===== config.mk =====
export PLATFORM = sky130hd
export DESIGN_NAME = edt_timer
export DESIGN_NICKNAME = d
export VERILOG_FILES = /design/src/design/edt_timer_pkg.sv /design/src/design/edt_timer.sv /design/src/design/edt_pin_sync.sv
export VERILOG_INCLUDE_DIRS = /design/src /design/src/design
export SDC_FILE = /design/constraint.sdc
export NUM_CORES = 1
export LEC_CHECK = 0
export BUFFER_PORTS_ARGS = -buffer_cell sky130_fd_sc_hd__buf_4
export CAP_MARGIN = 20
export CORE_MARGIN = 4
export CORE_UTILIZATION = 45
export DETAILED_ROUTE_END_ITERATION = 12
export GPL_TIMING_DRIVEN = 0
export PLACE_DENSITY_LB_ADDON = 0.12
export SLEW_MARGIN = 5
export SYNTH_ARGS = -nofsm -noshare
export SYNTH_HDL_FRONTEND = slang
export SYNTH_SLANG_ARGS = --single-unit

===== constraint.sdc =====
create_clock -name clk -period 2.8 [get_ports clk]
set_input_delay 0.14 -clock clk [delete_from_list [all_inputs] [get_ports clk]]
set_output_delay 0.14 -clock clk [all_outputs]
set_load 0.01 [all_outputs]

===== src/design/edt_timer_cfg.svh =====
// Offsets, field positions, reset values and timing counts of the timer
`ifndef EDT_TIMER_CFG_SVH
`define EDT_TIMER_CFG_SVH
`define EDT_OFF_PRESCALER   8'hD2
`define EDT_OFF_COUNTER     8'hD3
`define EDT_OFF_CTRL        8'hD4
`define EDT_OFF_IRQ_STATUS  8'hD5
`define EDT_OFF_IRQ_MASK    8'hD6
`define EDT_RST_PRESCALER   7'h7F
`define EDT_RST_COUNTER     8'hFF
`define EDT_RST_CTRL        8'h00
`define EDT_BIT_FLAG        7
`define EDT_BIT_IRQEN       6
`define EDT_BIT_DIR         5
`define EDT_BIT_DATA        4
`define EDT_BIT_RUN         3
`define EDT_INT_DIV         4'd12
`endif


===== src/design/edt_timer_pkg.sv =====
// Types shared by the timer files
package edt_timer_pkg;
  typedef struct packed {
    logic       underflowFlag;
    logic       irqEnable;
    logic       pinDirection;
    logic       pinData;
    logic       prescalerRun;
    logic [2:0] dividerSelect;
  } edt_ctrl_t;
  typedef struct packed {
    logic [7:0]  address;
    logic        read;
    logic        write;
    logic [31:0] writedata;
    logic [3:0]  byteenable;
  } edt_avm_req_t;
  typedef enum logic [1:0] {
    EDT_EVENT  = 2'b00,
    EDT_GATED  = 2'b01,
    EDT_OUTPUT = 2'b10
  } edt_mode_t;
  typedef enum logic [1:0] {
    EDT_IDLE = 2'b00,
    EDT_RESP = 2'b01
  } edt_bus_state_t;
endpackage


===== src/design/edt_timer.sv =====
// Eight-bit down-counter timer with prescaler, pin logic and Avalon slave
//
// The implementer's own choice: the Avalon-MM register port.
`timescale 1ns/100ps
`default_nettype none
`include "edt_timer_cfg.svh"

module edt_timer (
  input  wire logic                        clk,
  input  wire logic                        rst,
  input  wire logic [7:0]                  avs_address,
  input  wire logic                        avs_read,
  input  wire logic                        avs_write,
  input  wire logic [31:0]                 avs_writedata,
  input  wire logic [3:0]                  avs_byteenable,
  output var  logic [31:0]                 avs_readdata,
  output var  logic                        avs_waitrequest,
  input  wire logic                        timerPinIn,
  output var  logic                        timerPinOut,
  output var  logic                        timerPinOe_n,
  output var  logic                        timerIrq,
  output var  logic                        timerWake
);
  import edt_timer_pkg::*;

  edt_timer_pkg::edt_avm_req_t req;
  edt_timer_pkg::edt_ctrl_t    ctrlReg;
  edt_timer_pkg::edt_ctrl_t    ctrlNext;
  edt_bus_state_t busReg;
  edt_bus_state_t busNext;
  logic [6:0]  prescReg;
  logic [6:0]  prescNext;
  logic [6:0]  prescPrev;
  logic [7:0]  countReg;
  logic [7:0]  countNext;
  logic [3:0]  div12Reg;
  logic [1:0]  irqStatReg;
  logic [1:0]  irqMaskReg;
  logic [31:0] rdataReg;
  logic        pinOutReg;
  logic        pinOeReg;
  logic        irqReg;
  logic        wakeReg;
  logic        pinLevel;
  logic        pinRise;

  edt_pin_sync u_sync (
    .clk   (clk),
    .rst   (rst),
    .pinIn (timerPinIn),
    .level (pinLevel),
    .rise  (pinRise)
  );

  function automatic logic wordHit(input logic [7:0] a, input logic [7:0] off);
    wordHit = (a == off);
  endfunction

  assign req = '{avs_address, avs_read, avs_write, avs_writedata,
                 avs_byteenable};

  // Request seen in IDLE, accepted one cycle later in RESP with waitrequest low
  wire       busAccept = (busReg == EDT_RESP);
  wire       wrLane0   = busAccept && req.write && req.byteenable[0];
  wire [7:0] wrByte    = req.writedata[7:0];
  wire       wrPresc   = wrLane0 && wordHit(req.address, `EDT_OFF_PRESCALER);
  wire       wrCount   = wrLane0 && wordHit(req.address, `EDT_OFF_COUNTER);
  wire       wrCtrl    = wrLane0 && wordHit(req.address, `EDT_OFF_CTRL);
  wire       wrStat    = wrLane0 && wordHit(req.address, `EDT_OFF_IRQ_STATUS);
  wire       wrMask    = wrLane0 && wordHit(req.address, `EDT_OFF_IRQ_MASK);

  // Mode from direction and data bits
  wire edt_mode_t mode = ctrlReg.pinDirection ? EDT_OUTPUT :
                         (ctrlReg.pinData ? EDT_GATED : EDT_EVENT);

  wire div12Tick = (div12Reg == `EDT_INT_DIV - 4'd1);
  // Gated mode uses the synchronised level, so gate edges lag by 4 cycles
  wire srcTick = (mode == EDT_EVENT) ? pinRise :
                 (mode == EDT_GATED) ? (div12Tick && pinLevel) :
                 div12Tick;

  wire prescStep = ctrlReg.prescalerRun && srcTick;
  assign prescPrev = prescReg;
  // Code n ticks on falls of bit n-1, once every 2^n prescaler steps
  wire [6:0] prescDec = (prescReg == 7'h00) ? `EDT_RST_PRESCALER
                                            : prescReg - 7'h01;
  wire [7:0] tapMask  = 8'h01 << (ctrlReg.dividerSelect - 3'd1);
  wire [7:0] prevExt  = {1'b0, prescPrev};
  wire [7:0] decExt   = {1'b0, prescDec};
  wire       tapTick  = (ctrlReg.dividerSelect == 3'd0) ||
                        (((prevExt ^ decExt) & tapMask & ~decExt) != 8'h00);
  wire countStep = prescStep && tapTick;
  wire wrapNow   = countStep && (countReg == 8'h00) && !wrCount;
  wire flagRise  = !ctrlReg.underflowFlag && ctrlNext.underflowFlag;

  always_comb begin
    prescNext = prescReg;
    if (!ctrlReg.prescalerRun) begin
      prescNext = `EDT_RST_PRESCALER;
    end else if (wrPresc) begin
      prescNext = wrByte[6:0];
    end else if (prescStep) begin
      prescNext = prescDec;
    end
  end

  always_comb begin
    countNext = countReg;
    if (wrCount) begin
      countNext = wrByte;
    end else if (countStep) begin
      countNext = countReg - 8'h01;
    end
  end

  always_comb begin
    ctrlNext = ctrlReg;
    if (wrCtrl) begin
      ctrlNext = edt_ctrl_t'(wrByte);
    end
    // Wrap sets the flag; only software writes clear it
    if (wrapNow) begin
      ctrlNext.underflowFlag = 1'b1;
    end
  end

  wire [7:0] rdPresc = {1'b0, prescReg};
  wire [31:0] rdMux =
    wordHit(req.address, `EDT_OFF_PRESCALER)  ? {24'h000000, rdPresc} :
    wordHit(req.address, `EDT_OFF_COUNTER)    ? {24'h000000, countReg} :
    wordHit(req.address, `EDT_OFF_CTRL)       ? {24'h000000, ctrlReg} :
    wordHit(req.address, `EDT_OFF_IRQ_STATUS) ? {30'h0, irqStatReg} :
    wordHit(req.address, `EDT_OFF_IRQ_MASK)   ? {30'h0, irqMaskReg} :
    32'h00000000;

  assign busNext = ((busReg == EDT_IDLE) && (req.read || req.write)) ?
                   EDT_RESP : EDT_IDLE;

  // Status events: bit0 underflow, bit1 pin rising edge in input mode
  wire [1:0] evSet  = {pinRise && !ctrlReg.pinDirection, wrapNow};
  wire [1:0] evClr  = wrStat ? wrByte[1:0] : 2'b00;
  wire [1:0] statNx = (irqStatReg & ~evClr) | evSet;

  always_ff @(posedge clk) begin
    if (rst) begin
      prescReg <= `EDT_RST_PRESCALER;
      countReg <= `EDT_RST_COUNTER;
      ctrlReg  <= edt_ctrl_t'(`EDT_RST_CTRL);
      busReg   <= EDT_IDLE;
    end else begin
      prescReg <= prescNext;
      countReg <= countNext;
      ctrlReg  <= ctrlNext;
      busReg   <= busNext;
    end
  end

  always_ff @(posedge clk) begin
    if (rst) begin
      div12Reg <= 4'd0;
    end else if (div12Tick) begin
      div12Reg <= 4'd0;
    end else begin
      div12Reg <= div12Reg + 4'd1;
    end
  end

  always_ff @(posedge clk) begin
    if (rst) begin
      irqStatReg <= 2'b00;
      irqMaskReg <= 2'b00;
      rdataReg   <= 32'h00000000;
    end else begin
      irqStatReg <= statNx;
      if (wrMask) begin
        irqMaskReg <= wrByte[1:0];
      end
      rdataReg <= (busReg == EDT_IDLE) ? rdMux : rdataReg;
    end
  end

  // Pin latch is updated only on a flag rise, whether from a wrap or a software write
  always_ff @(posedge clk) begin
    if (rst) begin
      pinOutReg <= 1'b0;
      pinOeReg  <= 1'b1;
      irqReg    <= 1'b0;
      wakeReg   <= 1'b0;
    end else begin
      if (flagRise) begin
        pinOutReg <= ctrlNext.pinData;
      end
      pinOeReg <= !ctrlNext.pinDirection;
      irqReg   <= ((statNx & irqMaskReg) != 2'b00);
      wakeReg  <= ctrlNext.underflowFlag && ctrlNext.irqEnable;
    end
  end

  assign avs_readdata    = rdataReg;
  assign avs_waitrequest = !busAccept;
  assign timerPinOut     = pinOutReg;
  assign timerPinOe_n    = pinOeReg;
  assign timerIrq        = irqReg;
  assign timerWake       = wakeReg;
endmodule
`default_nettype wire


===== src/design/edt_pin_sync.sv =====
// Three-stage pin synchroniser with rising-edge detect
`timescale 1ns/100ps
`default_nettype none
module edt_pin_sync (
  input  wire logic clk,
  input  wire logic rst,
  input  wire logic pinIn,
  output var  logic level,
  output var  logic rise
);
  logic s1Reg;
  logic s2Reg;
  logic s3Reg;
  logic levelReg;

  // Change counts once stages two and three agree
  always_ff @(posedge clk) begin
    if (rst) begin
      // Reset to the pulled-up idle level, so no false edge follows reset
      s1Reg    <= 1'b1;
      s2Reg    <= 1'b1;
      s3Reg    <= 1'b1;
      levelReg <= 1'b1;
    end else begin
      s1Reg <= pinIn;
      s2Reg <= s1Reg;
      s3Reg <= s2Reg;
      if (s2Reg == s3Reg) begin
        levelReg <= s3Reg;
      end
    end
  end

  assign level = levelReg;
  assign rise  = (s2Reg == s3Reg) && s3Reg && !levelReg;
endmodule
`default_nettype wire


Word level (Yosys, flattened, before mapping):

Index checks and enable logic that the tools add are counted.

* word-level logic and storage cells: 99
* register bits after elaboration: 73
* output and inout port bits: 37
* input bits: 49

* bitwise operators: 9
* equal/unequal tests: 9
* reductions and logical operators: 37
* add/sub/neg operators: 4
* shift operators: 1
* muxes and demuxes: 18

Operators with widths (count)
* $mux W8: 6
* $eq A8 B8 Y1 const B: 5
* $mux W7: 3
* $logic_and A1 B1 Y1: 18
* $and A7 B8 Y8: 1
* $and A8 B8 Y8: 1
* $logic_not A8 Y1: 1
* $mux W2: 4
* $not A7 Y8: 1
* $reduce_bool A8 Y1: 1
* $shl A1 B3 Y8 const A: 1
* $sub A8 B1 Y8 const B: 1
* $logic_not A7 Y1: 1
* $sub A7 B1 Y7 const B: 1
* $xor A7 B7 Y7: 1
* $logic_not A1 Y1: 6
* $reduce_bool A2 Y1: 3
* $mux W1: 5
* $add A4 B1 Y4 const B: 1
* $and A2 B2 Y2: 2
* $eq A2 B1 Y1 const B: 2
* $eq A4 B4 Y1 const B: 1
* $logic_not A2 Y1: 2
* $reduce_or A2 Y1: 2
* other kinds (7): 8

Depth between registers and ports, before layout:

* word-level depth: 13
* gate-level depth with buffers: 9
* depth with buffers taken out: 8

Hierarchy:

From an unflattened synthesis, not the netlist that was laid out.

* cells, all modules: 315
* area total of the unflattened synthesis: 2683.8 um^2

By module, submodules not included
* edt_timer: seq. area each 880.8 um^2, times used 1, cells an instance 304, area each 2551.2 um^2
* edt_pin_sync: seq. area each 80.1 um^2, times used 1, cells an instance 11, area each 132.6 um^2

Least setup slack after synthesis:

Ideal clock, no wire load.

* path type: register -> register
* start point: reg ctrlReg[1] (netlist name)
* end point: reg irqReg (netlist: timerIrq)
* data arrival time: 1.973 ns
* library setup time: 0.117 ns
* cell stages (with the launch flop): 9
* required time: 2.683 ns
* buffers on the path: 1
* slack: 0.710 ns
* clock period less this slack: 2.090 ns
* path through: dfxtp_1 -> buf_2 -> nor2_1 -> ha_1 -> o2111a_1 -> a41o_1 -> o311ai_1 -> a21oi_1 -> a22o_1

* longest elaborated chain between the ends: 12
* elaborated cells on any way between the ends: 13
* classes of those cells: add/sub (1); shift (1); bitwise (4); reduce/logical (7)

Ends and longest elaborated chain
* from (decl): RTL line edt_timer.sv:27 `edt_timer_pkg::edt_ctrl_t ctrlReg;`
* from (signal assigned): RTL line edt_timer.sv:148 `` ctrlReg <= edt_ctrl_t'(`EDT_RST_CTRL); ``
* from (signal assigned): RTL line edt_timer.sv:153 `ctrlReg <= ctrlNext;`
* $sub A3 B1 Y3: RTL line edt_timer.sv:87 `wire [7:0] tapMask = 8'h01 << (ctrlReg.dividerSelect - 3'd1);`
* $shl A1 B3 Y8: RTL line edt_timer.sv:87
* $and A7 B8 Y8: RTL line edt_timer.sv:91 `(((prevExt ^ decExt) & tapMask & ~decExt) != 8'h00);`
* $and A8 B8 Y8: RTL line edt_timer.sv:91
* $reduce_bool A8 Y1: RTL line edt_timer.sv:91
* $logic_or A1 B1 Y1 (*): RTL line edt_timer.sv:90 `wire tapTick = (ctrlReg.dividerSelect == 3'd0) ||`
* $logic_and A1 B1 Y1 (*): RTL line edt_timer.sv:92 `wire countStep = prescStep && tapTick;`
* $logic_and A1 B1 Y1 (*) (2 in series): RTL line edt_timer.sv:93 `wire wrapNow = countStep && (countReg == 8'h00) && !wrCount;`
* $or A2 B2 Y2 (*): RTL line edt_timer.sv:142 `wire [1:0] statNx = (irqStatReg & ~evClr) | evSet;`
* $and A2 B2 Y2 (*): RTL line edt_timer.sv:194 `irqReg <= ((statNx & irqMaskReg) != 2'b00);`
* $reduce_bool A2 Y1 (*): RTL line edt_timer.sv:194
* to (signal assigned): RTL line edt_timer.sv:194
* to (decl): RTL line edt_timer.sv:42 `logic irqReg;`

Mark *: on every way between the ends. The rest lies on a longest branch, timed or not.
A chain may end at the register's enable or synchronous reset.

Worst setup path in the final report:

* start point: reg prescReg[0] (netlist: prescPrev[0])
* end point: reg irqReg (netlist: timerIrq)

* longest elaborated chain between the ends: 13
* elaborated cells on any way between the ends: 15
* classes of those cells: add/sub (1); mux (1); bitwise (6); reduce/logical (7)

Ends and longest elaborated chain
* from (decl): RTL line edt_timer.sv:31 `logic [6:0] prescReg;`
* from (signal assigned): RTL line edt_timer.sv:146 `` prescReg <= `EDT_RST_PRESCALER; ``
* from (signal assigned): RTL line edt_timer.sv:151 `prescReg <= prescNext;`
* $sub A7 B1 Y7 or $logic_not A7 Y1 (tied branches): RTL line edt_timer.sv:86, edt_timer.sv:85
* $mux W7: RTL line edt_timer.sv:85 `` wire [6:0] prescDec = (prescReg == 7'h00) ? `EDT_RST_PRESCALER ``
* $xor A7 B7 Y7: RTL line edt_timer.sv:91
* $and A7 B8 Y8: RTL line edt_timer.sv:91
* $and A8 B8 Y8 (*): RTL line edt_timer.sv:91
* $reduce_bool A8 Y1 (*): RTL line edt_timer.sv:91
* $logic_or A1 B1 Y1 (*): RTL line edt_timer.sv:90
* $logic_and A1 B1 Y1 (*): RTL line edt_timer.sv:92
* $logic_and A1 B1 Y1 (*) (2 in series): RTL line edt_timer.sv:93
* $or A2 B2 Y2 (*): RTL line edt_timer.sv:142
* $and A2 B2 Y2 (*): RTL line edt_timer.sv:194
* $reduce_bool A2 Y1 (*): RTL line edt_timer.sv:194

Marks and branches as above.

==> flow_metrics.tcl <==
set metrics [dict create \
    post-synth-top-count-cell "dfxtp_1" \
    cap_violations 0 \
    wl_um 7453 \
    hold_violations 0 \
    synthesis.area_mm2 0.002850 \
    preCtsSetupSlack_ps 385.3 \
    ctsResizeCount 0 \
    hold_buffers 0 \
    cp_max_fo 5 \
    clkLatencyLatePin_ps 310 \
    fin_util_pct 56.54 \
    synth_edf_count 0 \
    arrival_ps 2660 \
    grt-ovfl-total 0 \
    maxSlewViolCount 0 \
    worst_pin_slew_ps 566.8 \
    ys_types 68 \
    period_needed_ps 2451 \
    critPathMaxStageDelay_ps 410 \
    ys_ff_latch 48 \
    grt_first_pass_wirelength_um 11810 \
    grt_max_degree 16 \
    num_rows 28 \
    cts_buffers 5 \
    layout.nets 448 \
    drt_pass1_iterations 5 \
    cts-root-buf "clkbuf_8" \
    setup_violations 0 \
    cts_tree "yes" \
    synth-seq-area-share_pct 33.71 \
    clkSlewWorstSetupHoldPaths_ps 100 \
    slowest_stage "dfxtp_1" \
    syn_inst 330 \
    nFillCells 587 \
    ant_nets 0 \
    worstPathCellList "inv_1 > ha_1 > nor3b_2 > and2_1 > o31a_1 > o311ai_1 > a21oi_1 > a22o_1" \
    register_area_um2 960.9 \
    cellLeakagePower_nw 1.411 \
    synthArstFlopShare_pct 0 \
    drt_iter0_drc 195 \
    peakVddDrop_uv 314.6 \
    rsz0062_at_grt "no" \
    diodes 0 \
    io_buffers 34 \
    endpoint_kind "register" \
    start_kind "register" \
    postLayoutSetupSlackWorst_ps 348.8 \
    dieArea_mm2 0.007671 \
    coreArea_mm2 0.006026 \
    wl_per_cell_um 15.86 \
    drive_gt1_share_pct 23.54 \
    fin_tns_setup_ps 0 \
    status "finished clean" \
    initial_utilization_pct 47.30 \
    pin_count 86 \
    track_usage_pct 20.23 \
    worst_clock_skew_ps 7.291 \
    worst-setup-path-type "register to register" \
    yosys-top-cells-count "dfxtp_1, nor2_1, buf_4" \
    hpwl_um 5680 \
    cts.htree.levels 2 \
    hold_path_class "input pin to register" \
    dieHeight_um 87.59 \
    num_vias 2600 \
    dp_cells 462 \
    grt_pass1_vias 2327 \
    synth_area_leaders "dfxtp_1, buf_4, mux2i_1, nor2_1, nand2_1" \
    worst_slew_margin_rel_pct 61.93 \
    fin_cells 470 \
    cts_buffer_depth 2 \
    powerDensity_mw_per_mm2 419.4 \
    synth-warning-count 0 \
    synth_top_area_cell "dfxtp_1" \
    post_cts_buffers 0 \
    fin_crit_sh_pct 87.54 \
    cts.sinks 48 \
    die_width_um 87.59 \
    fmax_ghz 0.4080 \
    via_per_inst 5.532 \
    area_delta_synth_final_pct 19.53 \
    cp.required_ps 3010 \
    multi_input_area_mm2 0.001637 \
    p_total_mw 1.429 \
    avgSynthCellArea_um2 8.637 \
    drc 0 \
    antenna_found_initial 0 \
    ys.flop_type "dfxtp_1" \
    gp_congestion 0.8973 \
    yosys.area.top_type_share_pct 33.71 \
]
metrics by stage:
step / hold WS, ps / area (um^2)
4_1_cts: 8.771 / 3407
5_1_grt: 7.249 / 3407
2_1_floorplan: 243.8 / 2937
3_5_place_dp: 337.8 / 3286
3_3_place_gp: 326.7 / 3286
6_report: 13.25 / 3407
final timing paths:
| path | start | endpoint | slack [ps] | cells past startpoint |
|---|---|---|---|---|
| hold reg to reg | u_sync.s1Reg | u_sync.s2Reg | 430 | 1 |
| setup / recovery | prescPrev[0] | timerIrq | 350 | 8 |
| hold / removal | timerPinIn | u_sync.s1Reg | 10 | 2 |
| setup reg to reg | prescPrev[0] | timerIrq | 350 | 8 |
power breakdown:
group          switching [mW]  internal [mW]
Clock                   0.249          0.292
Combinational          0.0921         0.0769
Sequential             0.0162          0.703
logic make-up after synthesis:
logic type / count (synthesis) / synth area share (%)
XOR/XNOR: 4 / 1.229
adder cells (fa/ha/maj): 5 / 2.195
other: 1 / 0.1316
flip-flops: 48 / 33.71
buffers and inverters: 59 / 11.90
AO/OA/AOI/OAI: 63 / 17.65
AND/OR/NAND/NOR: 128 / 25.29
multiplexers: 22 / 7.901
placed cells by master (no fill, tap or decap), types with 11 or more instances in the layout:
cell type   n
buf_4      59
dfxtp_1    48
nor2_1     29
conb_1     24
nand2_1    21
mux2i_1    18
inv_1      12
nand3_1    12
a21oi_1    12
nor4_1     11
critical path: cells and delay by family (launching register included):
family	cells	cell delay, ps
compound gates	4	1170
simple gates	2	410
flops	1	410
fa+ha+maj	1	250
buf+inv	1	120
layout make-up:
class	count	area share, %
Buffer	46	8.520
Multi-Input combinational cell	246	48.04
Tap cell	75	2.754
Clock inverter	2	1.138
Sequential cell	48	28.20
Inverter	13	1.432
Clock buffer	6	2.424
Timing Repair Buffer	34	7.492
routing by layer:
metal | wire (um) | vias to the layer above | part of all wire (%) | global-route usage [%]
met2 | 3314 | 128 | 44 | 32.12
met1 | 3335 | 1169 | 45 | 27.25
met5 | 0 | - | 0 | 0
li1 | - | 1285 | - | -
met4 | 175 | 0 | 2.3 | 7.392
met3 | 629 | 18 | 8.4 | 4.045
state kept, by name, indices dropped and copies added, names as in the netlist:
| register | count |
|---|---|
| countReg | 8 |
| div12Reg | 4 |
| timerPinOe_n | 1 |
| irqMaskReg | 2 |
| avs_readdata | 8 |
| prescPrev | 7 |
| u_sync.level | 1 |
| timerPinOut | 1 |
| busReg | 1 |
| u_sync.s3Reg | 1 |
| timerWake | 1 |
| irqStatReg | 2 |
| u_sync.s2Reg | 1 |
| ctrlReg | 8 |
| u_sync.s1Reg | 1 |
| timerIrq | 1 |
Note: power is estimated with default switching activity, not from simulation.
